$ cat src/rtl/ahb_pkg.sv
// Purpose: shared constants for the asynchronous host bus interface
// Assumes: 25 MHz core clock
// Notes:   no registers reachable by software
package ahb_pkg;

	// ------------------------------------------------------------
	// Clock and timing
	// ------------------------------------------------------------
	localparam int CLK_PERIOD_NS = 40;
	localparam int RESET_MIN_NS  = 100;
	localparam int RESET_MIN_CYC =
		(RESET_MIN_NS + CLK_PERIOD_NS - 1) / CLK_PERIOD_NS;
	localparam int READY_WAIT_CYC = 2;

	// ------------------------------------------------------------
	// Address decode
	// ------------------------------------------------------------
	localparam int          ADDR_HI_LSB = 4;
	localparam logic [11:0] IO_BASE_HI  = 12'h030;
	localparam logic [15:0] IO_BASE     = 16'h0300;

	// ------------------------------------------------------------
	// Byte enable patterns, active low
	// ------------------------------------------------------------
	localparam logic [3:0] BE_DWORD = 4'h0;
	localparam logic [3:0] BE_LOW_W = 4'hc;
	localparam logic [3:0] BE_HI_W  = 4'h3;
	localparam logic [3:0] BE_BYTE0 = 4'he;
	localparam logic [3:0] BE_BYTE1 = 4'hd;
	localparam logic [3:0] BE_BYTE2 = 4'hb;
	localparam logic [3:0] BE_BYTE3 = 4'h7;

	// Access size
	typedef enum logic [2:0] {
		SZ_NONE = 3'h0,
		SZ_BYTE = 3'h1,
		SZ_WORD = 3'h2,
		SZ_DWORD = 3'h4
	} ahb_size_t;

	// Bus cycle states
	typedef enum logic [3:0] {
		ST_IDLE = 4'h1,
		ST_WAIT = 4'h2,
		ST_DONE = 4'h4,
		ST_HOLD = 4'h8
	} ahb_state_t;

endpackage

$ cat src/rtl/ahb_decode_if.sv
// Purpose: carries the decode result from decoder to bus unit
// Assumes: single clock
// Notes:   combinational decode
`timescale 1ns/100ps
interface ahb_decode_if;
	logic              claim;
	logic              data_sel;
	logic              size_ok;
	logic [3:0]        lane_en;
	ahb_pkg::ahb_size_t size;

	modport dec (output claim, data_sel, size_ok, lane_en, size);
	modport use_(input claim, data_sel, size_ok, lane_en, size);
endinterface

$ cat src/rtl/ahb_decode.sv
// Purpose: address match and byte enable decode
// Assumes: address latch is handled by the caller
// Notes:   pure combinational
`timescale 1ns/100ps
module ahb_decode (
	// Latched address and qualifiers
	input  wire logic [15:1] addr,
	input  wire logic [3:0]  byte_lane_enables,
	input  wire logic        address_qualifier_low,
	input  wire logic        data_port_select,
	input  wire logic        data_port_addr,
	// Result
	ahb_decode_if.dec        dec
);

	// ------------------------------------------------------------
	// Byte enable decode
	// ------------------------------------------------------------
	function automatic ahb_pkg::ahb_size_t be_size(input logic [3:0] be);
		case (be)
			ahb_pkg::BE_DWORD: be_size = ahb_pkg::SZ_DWORD;
			ahb_pkg::BE_LOW_W,
			ahb_pkg::BE_HI_W:  be_size = ahb_pkg::SZ_WORD;
			ahb_pkg::BE_BYTE0,
			ahb_pkg::BE_BYTE1,
			ahb_pkg::BE_BYTE2,
			ahb_pkg::BE_BYTE3: be_size = ahb_pkg::SZ_BYTE;
			default:           be_size = ahb_pkg::SZ_NONE;
		endcase
	endfunction

	logic hit;
	logic dsel;

	// Claim and size check
	always_comb begin
		hit = !address_qualifier_low && // RULE_08
			(addr[15:4] == ahb_pkg::IO_BASE_HI); // RULE_07
		dsel = !data_port_select ||  // RULE_10
			(hit && data_port_addr);
		dec.size     = be_size(byte_lane_enables); // RULE_15
		dec.data_sel = dsel;
		dec.claim    = (hit || dsel) && (dec.size != ahb_pkg::SZ_NONE);
		dec.size_ok  = dsel || (dec.size != ahb_pkg::SZ_DWORD); // RULE_11
		dec.lane_en  = ~byte_lane_enables; // RULE_05
	end

endmodule // ahb_decode

$ cat src/rtl/ahb_bus_unit.sv
// Purpose: asynchronous strobe-driven host bus interface unit
// Assumes: strobes treated as synchronous to core_clk
// Notes:   data pins split into in, out and output enable;
//          ready returns on the wait count, not on a host event;
//          claim follows decode alone, strobes do not gate it
//
// How it works
// [RULE_01] Transfers are framed only by read and write strobe edges.
// [RULE_02] Ready drops as soon as a strobe leading edge is seen.
// [RULE_03] Ready is released from the core clock after the wait count.
// [RULE_04] The host keeps the strobe low while ready is low.
// [RULE_05] Byte data moves on the lanes its byte enables select.
// [RULE_06] An 8-bit host uses lane 0 for even, lane 1 for odd addresses.
// [RULE_07] Only addresses whose upper bits equal the base 300h are claimed; a low data port select claims any address.
// [RULE_08] Nothing is claimed unless the address qualifier is low; a low data port select claims with the qualifier high.
// [RULE_09] The address latch strobe is low-active and transparent when low.
// [RULE_10] The data port select reaches the data port without decode.
// [RULE_11] Double-word access is accepted only at the data port.
// [RULE_12] The host never mixes asynchronous and synchronous transfers.
// [RULE_13] Synchronous-only inputs are held inactive by the host.
// [RULE_14] The local device claim goes low on a valid decode.
// [RULE_15] Byte enables decode to dword, word or single byte.
// [RULE_16] Reset held at least 100 ns forces and keeps default state.
// [RULE_17] Only enabled lanes are driven on a claimed read.
`timescale 1ns/100ps
module ahb_bus_unit #(
	parameter int DATA_W   = 32,
	parameter int WAIT_CYC = ahb_pkg::READY_WAIT_CYC,
	parameter logic [3:0] DATA_PORT_OFS = 4'h8
) (
	// Clock and reset
	input  wire logic              core_clk,
	input  wire logic              nrst,
	// Host address and control
	input  wire logic [15:1]       addr,
	input  wire logic [3:0]        byte_lane_enables,
	input  wire logic              address_qualifier_low,
	input  wire logic              address_latch_strobe,
	input  wire logic              host_read_strobe,
	input  wire logic              host_write_strobe,
	input  wire logic              data_port_select,
	// Host data pins
	input  wire logic [DATA_W-1:0] data_in,
	output logic      [DATA_W-1:0] data_out,
	output logic      [3:0]        data_oe,
	// Host handshake
	output logic                   async_ready_out,
	output logic                   local_device_claim,
	// Core side
	output logic                   core_wr,
	output logic                   core_rd,
	output logic                   core_data_port,
	output logic      [15:1]       core_addr,
	output logic      [3:0]        core_lanes,
	output logic      [DATA_W-1:0] core_wdata,
	input  wire logic [DATA_W-1:0] core_rdata,
	output logic                   in_reset
);

	// ------------------------------------------------------------
	// Address latch
	// ------------------------------------------------------------
	logic [15:1] lat_addr_r, lat_addr_nxt;
	logic [3:0]  lat_be_r, lat_be_nxt;
	logic        lat_qual_r, lat_qual_nxt;
	logic [15:1] eff_addr;
	logic [3:0]  eff_be;
	logic        eff_qual;

	// Transparent while strobe low, held while high
	always_comb begin
		lat_addr_nxt = lat_addr_r;
		lat_be_nxt   = lat_be_r;
		lat_qual_nxt = lat_qual_r;
		if (!address_latch_strobe) begin // RULE_09
			lat_addr_nxt = addr;
			lat_be_nxt   = byte_lane_enables;
			lat_qual_nxt = address_qualifier_low;
		end
		eff_addr = address_latch_strobe ? lat_addr_r : addr;
		eff_be   = address_latch_strobe ? lat_be_r : byte_lane_enables;
		eff_qual = address_latch_strobe ? lat_qual_r : address_qualifier_low;
	end

	always_ff @(posedge core_clk) begin
		if (!nrst) begin
			lat_addr_r <= 15'h0000;
			lat_be_r   <= 4'hf;
			lat_qual_r <= 1'b1;
		end else begin
			lat_addr_r <= lat_addr_nxt;
			lat_be_r   <= lat_be_nxt;
			lat_qual_r <= lat_qual_nxt;
		end
	end

	// ------------------------------------------------------------
	// Decode
	// ------------------------------------------------------------
	ahb_decode_if dif ();

	ahb_decode u_dec (
		.addr                  (eff_addr),
		.byte_lane_enables     (eff_be),
		.address_qualifier_low (eff_qual),
		.data_port_select      (data_port_select),
		.data_port_addr        (eff_addr[3:1] == DATA_PORT_OFS[3:1]),
		.dec                   (dif)
	);

	// ------------------------------------------------------------
	// Reset qualification
	// ------------------------------------------------------------
	logic [2:0] rst_cnt_r, rst_cnt_nxt;
	logic       rst_q_r, rst_q_nxt;

	// Reset must stand for the minimum time before in_reset rises
	always_comb begin
		rst_cnt_nxt = rst_cnt_r;
		rst_q_nxt   = rst_q_r;
		if (!nrst) begin
			if (rst_cnt_r < 3'(ahb_pkg::RESET_MIN_CYC))
				rst_cnt_nxt = rst_cnt_r + 3'h1;
			else
				rst_q_nxt = 1'b1; // RULE_16
		end else begin
			rst_cnt_nxt = 3'h0;
			rst_q_nxt   = 1'b0;
		end
	end

	always_ff @(posedge core_clk) begin
		rst_cnt_r <= rst_cnt_nxt;
		rst_q_r   <= rst_q_nxt;
	end

	// ------------------------------------------------------------
	// Strobe history
	// ------------------------------------------------------------
	logic        rd_d_r, rd_d_nxt;
	logic        wr_d_r, wr_d_nxt;

	// Falling edge of an active-low strobe
	function automatic logic strobe_fell(input logic prev, input logic now);
		return prev && !now;
	endfunction

	// Last strobe levels; idle high so reset makes no false edge
	always_comb begin
		rd_d_nxt = host_read_strobe;
		wr_d_nxt = host_write_strobe;
	end

	always_ff @(posedge core_clk) begin
		if (!nrst) begin
			rd_d_r <= 1'b1;
			wr_d_r <= 1'b1;
		end else begin
			rd_d_r <= rd_d_nxt;
			wr_d_r <= wr_d_nxt;
		end
	end

	// ------------------------------------------------------------
	// Strobe tracking and ready
	// ------------------------------------------------------------
	ahb_pkg::ahb_state_t st_r, st_nxt;
	logic [3:0]  wcnt_r, wcnt_nxt;
	logic        rd_fall, wr_fall, strobe_low;
	logic        go;
	logic        rdy_r, rdy_nxt;
	logic        claim_r, claim_nxt;
	logic        crd_r, crd_nxt, cwr_r, cwr_nxt;
	logic        dport_r, dport_nxt;
	logic [3:0]  lanes_r, lanes_nxt;
	logic [15:1] caddr_r, caddr_nxt;
	logic [DATA_W-1:0] wdat_r, wdat_nxt;
	logic [DATA_W-1:0] rdat_r, rdat_nxt;
	logic [3:0]  oe_r, oe_nxt;

	// Cycle state machine
	always_comb begin
		rd_fall    = strobe_fell(rd_d_r, host_read_strobe); // RULE_01
		wr_fall    = strobe_fell(wr_d_r, host_write_strobe); // RULE_01
		strobe_low = !host_read_strobe || !host_write_strobe;
		go         = (rd_fall || wr_fall) && dif.claim && dif.size_ok;
		st_nxt     = st_r;
		wcnt_nxt   = wcnt_r;
		rdy_nxt    = rdy_r;
		crd_nxt    = 1'b0;
		cwr_nxt    = 1'b0;
		dport_nxt  = dport_r;
		lanes_nxt  = lanes_r;
		caddr_nxt  = caddr_r;
		wdat_nxt   = wdat_r;
		rdat_nxt   = rdat_r;
		oe_nxt     = oe_r;
		claim_nxt  = !dif.claim; // RULE_14
		case (st_r)
			ahb_pkg::ST_IDLE: begin
				// Only a claimed, legal access starts a cycle
				oe_nxt = 4'h0;
				if (go) begin
					rdy_nxt   = 1'b0; // RULE_02
					wcnt_nxt  = 4'(WAIT_CYC);
					dport_nxt = dif.data_sel;
					lanes_nxt = dif.lane_en; // RULE_05
					caddr_nxt = eff_addr;
					st_nxt    = ahb_pkg::ST_WAIT;
				end
			end
			ahb_pkg::ST_WAIT: begin
				// Host holds strobe while not ready
				if (wcnt_r != 4'h0) begin // RULE_04
					wcnt_nxt = wcnt_r - 4'h1;
				end else begin
					// Take write data or launch read data
					if (!host_write_strobe) begin
						cwr_nxt  = 1'b1;
						wdat_nxt = data_in;
					end else begin
						crd_nxt  = 1'b1;
						rdat_nxt = core_rdata;
						oe_nxt   = lanes_r; // RULE_17
					end
					st_nxt = ahb_pkg::ST_DONE;
				end
			end
			ahb_pkg::ST_DONE: begin
				// Ready returns on the core clock
				rdy_nxt = 1'b1; // RULE_03
				st_nxt  = ahb_pkg::ST_HOLD;
			end
			ahb_pkg::ST_HOLD: begin
				// Keep read data until the strobe rises
				if (!strobe_low) begin
					oe_nxt = 4'h0; // RULE_17
					st_nxt = ahb_pkg::ST_IDLE;
				end
			end
			default: begin
				st_nxt  = ahb_pkg::ST_IDLE;
				rdy_nxt = 1'b1;
				oe_nxt  = 4'h0;
			end
		endcase
		if (rst_q_r) begin
			st_nxt    = ahb_pkg::ST_IDLE;
			rdy_nxt   = 1'b1;
			oe_nxt    = 4'h0;
			claim_nxt = 1'b1;
		end
	end

	always_ff @(posedge core_clk) begin
		if (!nrst) begin
			st_r    <= ahb_pkg::ST_IDLE;
			wcnt_r  <= 4'h0;
			rdy_r   <= 1'b1;
			claim_r <= 1'b1;
			crd_r   <= 1'b0;
			cwr_r   <= 1'b0;
			dport_r <= 1'b0;
			lanes_r <= 4'h0;
			caddr_r <= 15'h0000;
			wdat_r  <= '0;
			rdat_r  <= '0;
			oe_r    <= 4'h0;
		end else begin
			st_r    <= st_nxt;
			wcnt_r  <= wcnt_nxt;
			rdy_r   <= rdy_nxt;
			claim_r <= claim_nxt;
			crd_r   <= crd_nxt;
			cwr_r   <= cwr_nxt;
			dport_r <= dport_nxt;
			lanes_r <= lanes_nxt;
			caddr_r <= caddr_nxt;
			wdat_r  <= wdat_nxt;
			rdat_r  <= rdat_nxt;
			oe_r    <= oe_nxt;
		end
	end

	// ------------------------------------------------------------
	// Outputs, all from flip-flops
	// ------------------------------------------------------------
	assign async_ready_out    = rdy_r;
	assign local_device_claim = claim_r;
	assign data_out           = rdat_r;
	assign data_oe            = oe_r;
	assign core_wr            = cwr_r;
	assign core_rd            = crd_r;
	assign core_data_port     = dport_r;
	assign core_addr          = caddr_r;
	assign core_lanes         = lanes_r;
	assign core_wdata         = wdat_r;
	assign in_reset           = rst_q_r;

endmodule // ahb_bus_unit

$ cat config.mk
export PLATFORM = sky130hd
export DESIGN_NAME = ahb_bus_unit
export DESIGN_NICKNAME = d
export VERILOG_FILES = /design/src/rtl/ahb_pkg.sv /design/src/rtl/ahb_decode_if.sv /design/src/rtl/ahb_decode.sv /design/src/rtl/ahb_bus_unit.sv
export SDC_FILE = /design/constraint.sdc
export NUM_CORES = 1
export LEC_CHECK = 0
export ABC_AREA = 1
export BUFFER_PORTS_ARGS = -buffer_cell sky130_fd_sc_hd__buf_4
export CORE_AREA = 8 8 105 107
export CTS_BUF_LIST = sky130_fd_sc_hd__clkbuf_16
export DETAILED_ROUTE_END_ITERATION = 10
export DIE_AREA = 0 0 113 115
export PLACE_DENSITY = 0.83
export SKIP_CTS_REPAIR_TIMING = 1
export SYNTH_ARGS = -nofsm -noshare
export SYNTH_HDL_FRONTEND = slang
export SYNTH_SLANG_ARGS = --single-unit
$ cat constraint.sdc
create_clock -name core_clk -period 4.45 [get_ports core_clk]
set_input_delay 0 -clock core_clk [delete_from_list [all_inputs] [get_ports core_clk]]
set_output_delay 0 -clock core_clk [all_outputs]
set_load 0.05 [all_outputs]
==> summary.md, run 1 <==
| Metric | Value |
|---|---|
| Vias | `5,492` |
| Die width | `113 um` |
| Slowest-stage cell, CP | `inv_1` |
| Setup total negative slack | `0 ns` |
| Avg Cell Area, Syn | `7.607 sq um` |
| Synthesis Warnings | `0` |
| Largest net degree at the start of global routing | `81` |
| DP Cell Count | `895` |
| CTS Sinks | `126` |
| Fillers | `526` |
| Congestion Overflow GR | `0` |
| Pins Over Slew Limit | `0` |
| Post-DP HPWL | `10.31 mm` |
| CTS tree | `done` |
| Commonest cells post-synth | `nor2_1, dfxtp_1, nand2_1, o21ai_0, inv_1` |
| Min Tclk post-route | `2.619 ns` |
| Vias in the first global route | `4,989` |
| Max-Cap Viols | `0` |
| Least-Margin Pin Slew | `1.117 ns` |
| Synth unique cells | `31` |
| Clk_lat worst skew | `0.42 ns` |
| Max IR drop VDD | `0.3909 mV` |
| WS Path Type | `register to register` |
| Failing checks | `negative hold slack` |
| Die H | `115 um` |
| Total power draw | `3.112 mW` |
| Register bit total from synthesis | `126` |
| RSZ-0062 raised after global routing | `false` |
| Drt first pass iters | `8` |
| H-tree depth | `4` |
| Final std cells w/o fill | `1,012` |
| Final Hold Viols | `4` |
| Crit. End Element | `register` |
| Final setup vio count | `0` |
| Crit path top cell by count | `nor2_1` |
| Mapped Area | `4785 sq um` |
| Hold Worst Slack | `-0.04368 ns` |
| Max stage delay on crit path | `0.50 ns` |
| Synth Flop Type | `dfxtp_1` |
| Max Fclk | `381.8 MHz` |
| Syn Nets | `722` |
| CP required | `4.75 ns` |
| Area contributors post-synth | `dfxtp_1, nor2_1, nand2_1, o21ai_0, a21oi_1` |
| Worst Path Max Fanout | `33` |
| Final Cycle Share | `0.5885` |
| WL met1 | `6.854 mm` |
| Total track usage | `0.2269` |
| Post-route ant nets | `0` |
| Num rows | `36` |
| Slew headroom | `0.2510` |
| First-pass GRT wire length | `23.68 mm` |
| Pwr dens | `407.4 nW/um^2` |
| Routability Congestion | `0.7839` |
| Root buffer cell | `clkbuf_16` |
| Final nets | `976` |
| Cell family contributing the most delay on the critical path | `simple AND/OR/NAND/NOR gates` |
| Setup Skew | `0.01532 ns` |
| Core area | `9459 sq um` |
| Fraction of registers with async set/reset | `0` |
| Cells after synthesis | `629` |
| Synth area leader | `dfxtp_1` |
| Met3 wire length | `2.144 mm` |
| Worst setup SP type | `register` |
| Share of layout cells above drive strength 1 | `0.2645` |
| DR top layer | `met4` |
| Vias per inst | `5.427` |
| Run status | `complete, but fails checks` |
| Count leader, synth | `nor2_1` |
| Synth top area share | `0.5272` |
| Longest Clk Path Bufs | `2` |
| Hold WC Path Type | `primary input to register` |
| DIE AREA | `13,000 sq um` |
| Starting Density | `0.5058` |
| Clock transition at path regs | `0.06 ns` |
| Buf/Inv on CP | `3` |
| Area growth from synthesis to layout | `59.65%` |
| TritonCTS Buffers | `17` |
| DRC | `0` |
| EDFF count, synth | `0` |
| # IOs | `183` |
| Critical Path, Cell by Cell | `nor2_1 -> inv_1 -> nor3_2 -> nand2_1 -> nor2_1 -> buf_4 -> inv_1 -> nor2_1 -> nor2_1` |
| Sequential area share after synthesis | `0.5272` |
| WL met2 | `9.501 mm` |
| Leakage | `3.680 nW` |
| Reg-to-reg slack, setup | `1.83 ns` |
| Initial drt markers | `483` |
| Total wire length | `19.12 mm` |
| DR WL/cell | `18.89 um` |
| Fin util | `0.8075` |
| Critical path data arrival time | `2.91 ns` |
| Initial antenna violation count | `1` |
| Port bufs | `182` |
metal layers:
layer | GRT usage | up-vias
met5 | 0 | -
li1 | - | 2513
met3 | 0.1203 | 58
met4 | 0.08526 | 0
met2 | 0.3897 | 336
met1 | 0.2302 | 2585
sequential cells by signal, indices dropped and copies added, names as in the netlist, 3 cells and up:
register    cells
core_addr      15
core_lanes      4
core_wdata     32
data_oe         4
data_out       32
lat_addr_r     15
lat_be_r        4
rst_cnt_r       3
st_r            4
wcnt_r          4
tightest hold or removal path, cell delays in order:
cell,delay [ns]
buf_4,0.08
nand2_1,0.05
nand2_1,0.09
inv_1,0.06
nand2_1,0.05
layout by cell type, fill, tap and decap left out, drive strengths merged, types with 5 or more instances in the layout:
master,Yosys,layout
a21oi,36,36
and2,7,7
buf,8,184
bufinv,0,5
clkbuf,24,17
clkinv,0,6
dfxtp,126,126
dlygate4sd3,0,83
inv,37,37
nand2,106,106
nand3,29,29
nor2,163,163
o21ai,77,77
per-stage QoR:
step	cell area (sq um)	setup WS, ns	hold slack (ns)
after floorplan	4785	2.755	0.09613
after global placement	6157	2.102	0.1975
after detailed placement	6157	2.020	0.2117
after CTS	6803	1.935	-0.2129
after global routing	7636	1.487	0.006379
final	7639	1.831	-0.04368
area by class of cell:
type	count	area, sq um	share of cell area
clock inverters	15	220.2	0.02883
repair buffers	267	2212	0.2896
clock buffers	17	425.4	0.05569
multi-input cells	434	1972	0.2581
diodes	2	5.005	0.0006552
inverters	37	138.9	0.01818
flip-flops and latches	126	2522	0.3302
well taps	114	142.6	0.01867
worst paths after layout:
| path | from | end | cells after the start |
|---|---|---|---|
| min reg2reg | async_ready_out | async_ready_out | 2 |
| max reg2reg | st_r[2] | data_out[28] | 9 |
| min | byte_lane_enables[2] | lat_be_r[2] | 5 |
| max | st_r[2] | data_out[28] | 9 |
report_power, final:
| part | internal [mW] | total, mW | leakage, nW | switching, mW |
|---|---|---|---|---|
| Sequential | 1.17 | 1.19 | 1.02 | 0.0260 |
| Combinational | 0.167 | 0.388 | 2.35 | 0.221 |
| Clock | 0.991 | 1.53 | 0.303 | 0.537 |
| Total | 2.33 | 3.11 | 3.68 | 0.784 |
cells by family (layout without fill, tap and decap cells):
kind of cell,after synthesis,count (layout),share of synthesized area
adders and majority gates,3,3,0.007846
muxes,2,2,0.004184
and+or+nand+nor,312,312,0.2699
AOI/OAI and AO/OA,115,115,0.1255
other,0,2,0
xor gates and xnor gates,2,2,0.003662
buffers and inverters,69,336,0.06171
DFF,126,126,0.5272
Note: power is estimated with default switching activity, not from simulation.
==> run 2, diff against run 1 <==
--- a/config.mk
+++ b/config.mk
@@ -5,13 +5,13 @@
 export SDC_FILE = /design/constraint.sdc
 export NUM_CORES = 1
 export LEC_CHECK = 0
-export ABC_AREA = 1
+export ABC_AREA = 0
 export BUFFER_PORTS_ARGS = -buffer_cell sky130_fd_sc_hd__buf_4
-export CORE_AREA = 8 8 105 107
+export CORE_AREA = 8 8 115 117
 export CTS_BUF_LIST = sky130_fd_sc_hd__clkbuf_16
 export DETAILED_ROUTE_END_ITERATION = 10
-export DIE_AREA = 0 0 113 115
-export PLACE_DENSITY = 0.83
+export DIE_AREA = 0 0 123 125
+export PLACE_DENSITY = 0.74
 export SKIP_CTS_REPAIR_TIMING = 1
 export SYNTH_ARGS = -nofsm -noshare
 export SYNTH_HDL_FRONTEND = slang
==> constraint.sdc (replaced) <==
create_clock -name core_clk -period 2.4 [get_ports core_clk]
set_input_delay 0 -clock core_clk [delete_from_list [all_inputs] [get_ports core_clk]]
set_output_delay 0 -clock core_clk [all_outputs]
set_load 0.05 [all_outputs]
==> run 2 against run 1 <==
The run now ends clean. Cell count down 2.9%. Critical path depth down 3. Wire length decreased by 15%. Via count down 11%. Die area is 18% higher. Hold slack improved by 0.071 ns. Non-clock buffer count grew 16. Synthesized area increased by 2.6%. Count of clock-buffer cells in the layout stayed put. Sequential share of layout area shrank 1.4 points. Utilization down 12 points.
==> summary.md, run 2 <==
| Metric | Value |
|---|---|
| Hold WC Path Type | `primary input to register` |
| Hold Worst Slack | `0.02759 ns` |
| Buf/Inv on CP | `1` |
| Initial antenna violation count | `3` |
| Slew headroom | `0.5222` |
| Clock share of power | `0.476` |
| Max IR drop VDD | `0.4628 mV` |
| Dpl cell area | `6424 sq um` |
| First-pass GRT wire length | `21.69 mm` |
| Leakage | `3.414 nW` |
| WS Path Type | `register to register` |
| Run status | `finished clean` |
| RSZ-0062 raised after global routing | `false` |
| NetSw | `1.299 mW` |
| Num rows | `40` |
| Setup Skew | `0.01038 ns` |
| Area growth from synthesis to layout | `62.39%` |
| Min Tclk post-route | `2.152 ns` |
| DRC | `0` |
| Met1 Use GR | `0.1891` |
| Vias per inst | `4.982` |
| DIE AREA | `15,380 sq um` |
| H-tree depth | `4` |
| Critical Path, Cell by Cell | `or4b_1 -> o41ai_2 -> a41oi_2 -> nand3_4 -> buf_12 -> mux2_4` |
| Post-route ant nets | `0` |
| Die H | `125 um` |
| Worst setup SP type | `register` |
| Core area | `11,610 sq um` |
| Share of layout cells above drive strength 1 | `0.2953` |
| Post-DP HPWL | `10.01 mm` |
| Final setup vio count | `0` |
| Synth top area share | `0.5140` |
| Routability Congestion | `0.8177` |
| Syn Nets | `641` |
| CP required | `2.70 ns` |
| Max stage delay on crit path | `0.54 ns` |
| Longest Clk Path Bufs | `2` |
| Final nets | `913` |
| Most common cell after layout, fill and taps aside | `buf_4` |
| Synth area leader | `dfxtp_1` |
| CTS Sinks | `126` |
| Largest net degree at the start of global routing | `45` |
| # IOs | `183` |
| Count leader, synth | `nand2_1` |
| Sequential share of power | `0.401` |
| Cell-internal power | `4.222 mW` |
| Register bit total from synthesis | `126` |
| Sw frac | `0.2353` |
| Fraction of registers with async set/reset | `0` |
| Crit. End Element | `register` |
| Avg Cell Area, Syn | `8.955 sq um` |
| Final Cycle Share | `0.8967` |
| Drt first pass iters | `4` |
| Max-Cap Viols | `0` |
| Final Hold Viols | `0` |
| Most Used Layer, Global Route | `met2` |
| Critical path data arrival time | `2.45 ns` |
| TritonCTS Buffers | `17` |
| Max Fclk | `464.7 MHz` |
| Root buffer cell | `clkbuf_16` |
| DR WL/cell | `16.50 um` |
| EDFF count, synth | `0` |
| Setup total negative slack | `0 ns` |
| Commonest cells post-synth | `nand2_1, dfxtp_1, a21oi_1, nor2_1, mux2i_1` |
| Cells after synthesis | `548` |
| Synth Flop Type | `dfxtp_1` |
| Vias | `4,897` |
| Synthesis Warnings | `0` |
| Sequential area share after synthesis | `0.5140` |
| Total track usage | `0.1780` |
| Met2 Resource Use GR | `0.3069` |
| Vias in the first global route | `4,372` |
| Total wire length | `16.22 mm` |
| Pwr dens | `692.8 nW/um^2` |
| Starting Density | `0.4226` |
| Initial drt markers | `354` |
| Area contributors post-synth | `dfxtp_1, nand2_1, a21oi_1, mux2i_1, mux2_4` |
| Worst Path Max Fanout | `18` |
| Pins Over Slew Limit | `0` |
| Synth unique cells | `44` |
| Least-Margin Pin Slew | `0.7157 ns` |
| Fin util | `0.6863` |
| Clock transition at path regs | `0.06 ns` |
| Slowest-stage cell, CP | `or4b_1` |
| Mapped Area | `4907 sq um` |
| Port bufs | `182` |
| Cell family contributing the most delay on the critical path | `simple AND/OR/NAND/NOR gates` |
| Congestion Overflow GR | `0` |
| CTS tree | `done` |
| Combinational Power Share | `0.123` |
| Die width | `123 um` |
| Clk_lat worst skew | `0.42 ns` |
| Most frequent cells in the layout | `buf_4, nand2_1, dfxtp_1` |
| Final Cell Area | `7969 sq um` |
| GR Util met3 | `0.05131` |
## run 2: changes by cell type in the layout (fill, tap and decap cells not counted), moves of 8 or more
cell	before	now
nand2_2	8	0
o21ai_1	8	0
nand2b_1	0	11
mux2i_1	2	24
dlygate4sd3_1	83	93
and2_1	7	16
mux2_4	0	11
a21oi_1	32	78
inv_1	34	5
nor2_1	162	23
nand2_1	97	148
nand3_1	28	10
o21ai_0	68	8
## run 2: cells by family after synthesis
| family | after synthesis | synth area share |
|---|---|---|
| XOR/XNOR | 5 | 0.008926 |
| adder cells (fa/ha/maj) | 3 | 0.007650 |
| buffers and inverters | 36 | 0.03493 |
| AO/OA/AOI/OAI | 101 | 0.1203 |
| flip-flops | 126 | 0.5140 |
| multiplexers | 39 | 0.09179 |
| AND/OR/NAND/NOR | 238 | 0.2223 |
## run 2: layout make-up
type | count | area [sq um]
sequential | 126 | 2522
timing repair buffer | 283 | 2407
fill | 860 | 3642
clock buffer | 17 | 425.4
tap | 147 | 183.9
multi-input combinational | 386 | 2223
clock inverter | 15 | 176.4
antenna | 3 | 7.507
inverter | 6 | 22.52
## run 2: final timing paths
kind / start / end / slack (ns) / cells past startpoint
setup / recovery: lat_be_r[1] / core_addr[8] / 0.25 / 6
hold / removal: byte_lane_enables[2] / lat_be_r[2] / 0.03 / 4
setup reg to reg: lat_be_r[1] / core_addr[8] / 0.25 / 6
hold reg to reg: core_wdata[9] / core_wdata[9] / 0.45 / 2
## run 2: tightest hold or removal path, delay by kind of cell
family,cells,cell delay [ns]
buffers and inverters,2,0.25
multiplexers,1,0.07
AND/OR/NAND/NOR,1,0.08
## run 2: power groups by stage
stage / combinational (mW) / sequential (mW) / clock [mW]
2_1_floorplan: 0.238 / 2.34 / 0
3_3_place_gp: 0.531 / 2.25 / 0
3_5_place_dp: 0.545 / 2.26 / 0
4_1_cts: 0.550 / 2.21 / 2.65
5_1_grt: 0.729 / 2.22 / 2.75
6_report: 0.681 / 2.21 / 2.63
## run 2: metal layers
layer | vias up | wire length, um | share of wire
met3 | 58 | 938 | 0.058
met4 | 0 | 692 | 0.043
met1 | 2270 | 5950 | 0.37
met2 | 172 | 8639 | 0.53
li1 | 2397 | - | -
met5 | - | 0 | 0
## run 2: through the flow
step / worst slack (ns) / std cells / total power, mW
2_1_floorplan: 0.4528 / 548 / 2.576
3_3_place_gp: 0.3482 / 855 / 2.783
3_5_place_dp: 0.2769 / 855 / 2.802
4_1_cts: 0.2400 / 887 / 5.412
5_1_grt: 0.1691 / 983 / 5.702
6_report: 0.2480 / 983 / 5.521
==> run 3, diff against run 2 <==
--- a/config.mk
+++ b/config.mk
@@ -7,11 +7,11 @@
 export LEC_CHECK = 0
 export ABC_AREA = 0
 export BUFFER_PORTS_ARGS = -buffer_cell sky130_fd_sc_hd__buf_4
-export CORE_AREA = 8 8 115 117
+export CORE_AREA = 8 8 152 97
 export CTS_BUF_LIST = sky130_fd_sc_hd__clkbuf_16
 export DETAILED_ROUTE_END_ITERATION = 10
-export DIE_AREA = 0 0 123 125
-export PLACE_DENSITY = 0.74
+export DIE_AREA = 0 0 160 105
+export PLACE_DENSITY = 0.69
 export SKIP_CTS_REPAIR_TIMING = 1
 export SYNTH_ARGS = -nofsm -noshare
 export SYNTH_HDL_FRONTEND = slang
==> run 3 against run 2 <==
Critical path type unchanged. Fmax is 1.9% lower. Setup slack worse by 0.041 ns. Largest cell class unchanged. Critical path depth is 1 lower. The flow now finishes with violations (negative hold slack).
==> summary.md, run 3 (synthesized netlist as in run 2, its figures left out) <==
| Metric | Value |
|---|---|
| Cell-internal power | `3.933 mW` |
| Core area | `12,490 sq um` |
| Pins Over Slew Limit | `0` |
| Longest Clk Path Bufs | `2` |
| Largest net degree at the start of global routing | `35` |
| Worst setup SP type | `register` |
| Clk_lat worst skew | `0.41 ns` |
| Post-DP HPWL | `10.94 mm` |
| DRC | `0` |
| Run status | `complete, but fails checks` |
| Routability Congestion | `0.8480` |
| Total power draw | `5.303 mW` |
| Root buffer cell | `clkbuf_16` |
| Max Fclk | `455.9 MHz` |
| Final setup vio count | `0` |
| CP required | `2.69 ns` |
| Sw frac | `0.2583` |
| Fillers | `1,037` |
| DP Cell Count | `882` |
| Max IR drop VDD | `0.5088 mV` |
| Final std cells w/o fill | `1,002` |
| Max-Cap Viols | `0` |
| NetSw | `1.370 mW` |
| Most common cell after layout, fill and taps aside | `buf_4` |
| Combinational Power Share | `0.127` |
| Drt first pass iters | `5` |
| Final Cycle Share | `0.9139` |
| Clock transition at path regs | `0.06 ns` |
| CTS tree | `done` |
| Congestion Overflow GR | `0` |
| Hold Worst Slack | `-0.02131 ns` |
| Pwr dens | `671.8 nW/um^2` |
| Crit. End Element | `register` |
| Vias in the first global route | `4,415` |
| Setup total negative slack | `0 ns` |
| Share of layout cells above drive strength 1 | `0.3032` |
| Area growth from synthesis to layout | `60.86%` |
| Final Hold Viols | `2` |
| CTS Sinks | `126` |
| TritonCTS Buffers | `17` |
| Total wire length | `16.10 mm` |
| Initial antenna violation count | `1` |
| Hold WC Path Type | `primary input to register` |
| DIE AREA | `16,800 sq um` |
| Most frequent cells in the layout | `buf_4, nand2_1, dfxtp_1` |
| Leakage | `3.366 nW` |
| Die width | `160 um` |
| Failing checks | `negative hold slack` |
| Critical path data arrival time | `2.48 ns` |
| Post-route ant nets | `0` |
| Setup Skew | `0.01360 ns` |
| DR WL/cell | `16.07 um` |
| Clock share of power | `0.456` |
| Seq. cell area | `2522 sq um` |
| Slew headroom | `0.5034` |
| Starting Density | `0.3928` |
| Vias | `4,839` |
| # IOs | `183` |
| Multi-input gate area | `2218 sq um` |
| Total track usage | `0.1670` |
| Port bufs | `182` |
| H-tree depth | `4` |
| Worst Path Max Fanout | `22` |
| Final nets | `911` |
| Least-Margin Pin Slew | `0.7381 ns` |
| Num rows | `32` |
| Min Tclk post-route | `2.193 ns` |
| Die H | `105 um` |
| RSZ-0062 raised after global routing | `false` |
| First-pass GRT wire length | `23.12 mm` |
| Vias per inst | `4.829` |
| WS Path Type | `register to register` |
| Sequential share of power | `0.417` |
| Initial drt markers | `317` |
## run 3: changes by cell type in the layout (fill, tap and decap cells not counted), sizes merged
cell and change:
dlygate4sd3 -6, clkinv -5, buf +4, clkinvlp +4, inv +4, bufinv -3
diode -2
## run 3: path summary, 6_finish.rpt
check	startpoint	to	slack (ns)	depth (start not counted)
min reg2reg	core_wdata[24]	core_wdata[24]	0.45	2
min	addr[4]	lat_addr_r[4]	-0.02	3
max reg2reg	lat_be_r[1]	core_addr[4]	0.21	5
max	lat_be_r[1]	core_addr[4]	0.21	5
## run 3: power by group through the flow
stage / combinational (mW) / clock [mW] / sequential, mW
after floorplan: 0.238 / 0 / 2.34
final: 0.673 / 2.42 / 2.21
after detailed placement: 0.550 / 0 / 2.26
after global placement: 0.536 / 0 / 2.25
after global routing: 0.720 / 2.57 / 2.22
after CTS: 0.552 / 2.47 / 2.21
## run 3: layer usage
metal  vias to the layer above  wire length [um]  global-route usage
li1                       2383                 -                   -
met1                      2275              7332              0.2153
met2                       155              7598              0.2657
met3                        26               885             0.05525
met4                         0               284             0.04117
met5                         -                 0                   0
## run 3: area by class of cell
cell class              instances  share of cell area
flip-flops and latches        126              0.3195
inverters                       6            0.002853
clock buffers                  17             0.05389
diodes                          1           0.0003170
well taps                     170             0.02695
clock inverters                15             0.01744
multi-input cells             386              0.2810
repair buffers                281              0.2980
## run 3: through the flow
step	setup WS (ns)	utilization	area, sq um	hold WS (ns)
2_1_floorplan	0.4528	-	4907	0.1015
3_3_place_gp	0.2790	0.5169	6457	0.2268
3_5_place_dp	0.2246	0.5169	6457	0.2320
4_1_cts	0.2063	0.5620	7020	-0.1847
5_1_grt	0.06384	0.6319	7894	0.004862
6_report	0.2067	0.6319	7894	-0.02131
## run 3: worst max-delay path, cell delays in order (launching register included)
cell,delay (ns)
dfxtp_1,0.34
or4b_1,0.55
o41ai_2,0.14
a41oi_2,0.28
nand3_4,0.39
mux2_2,0.38
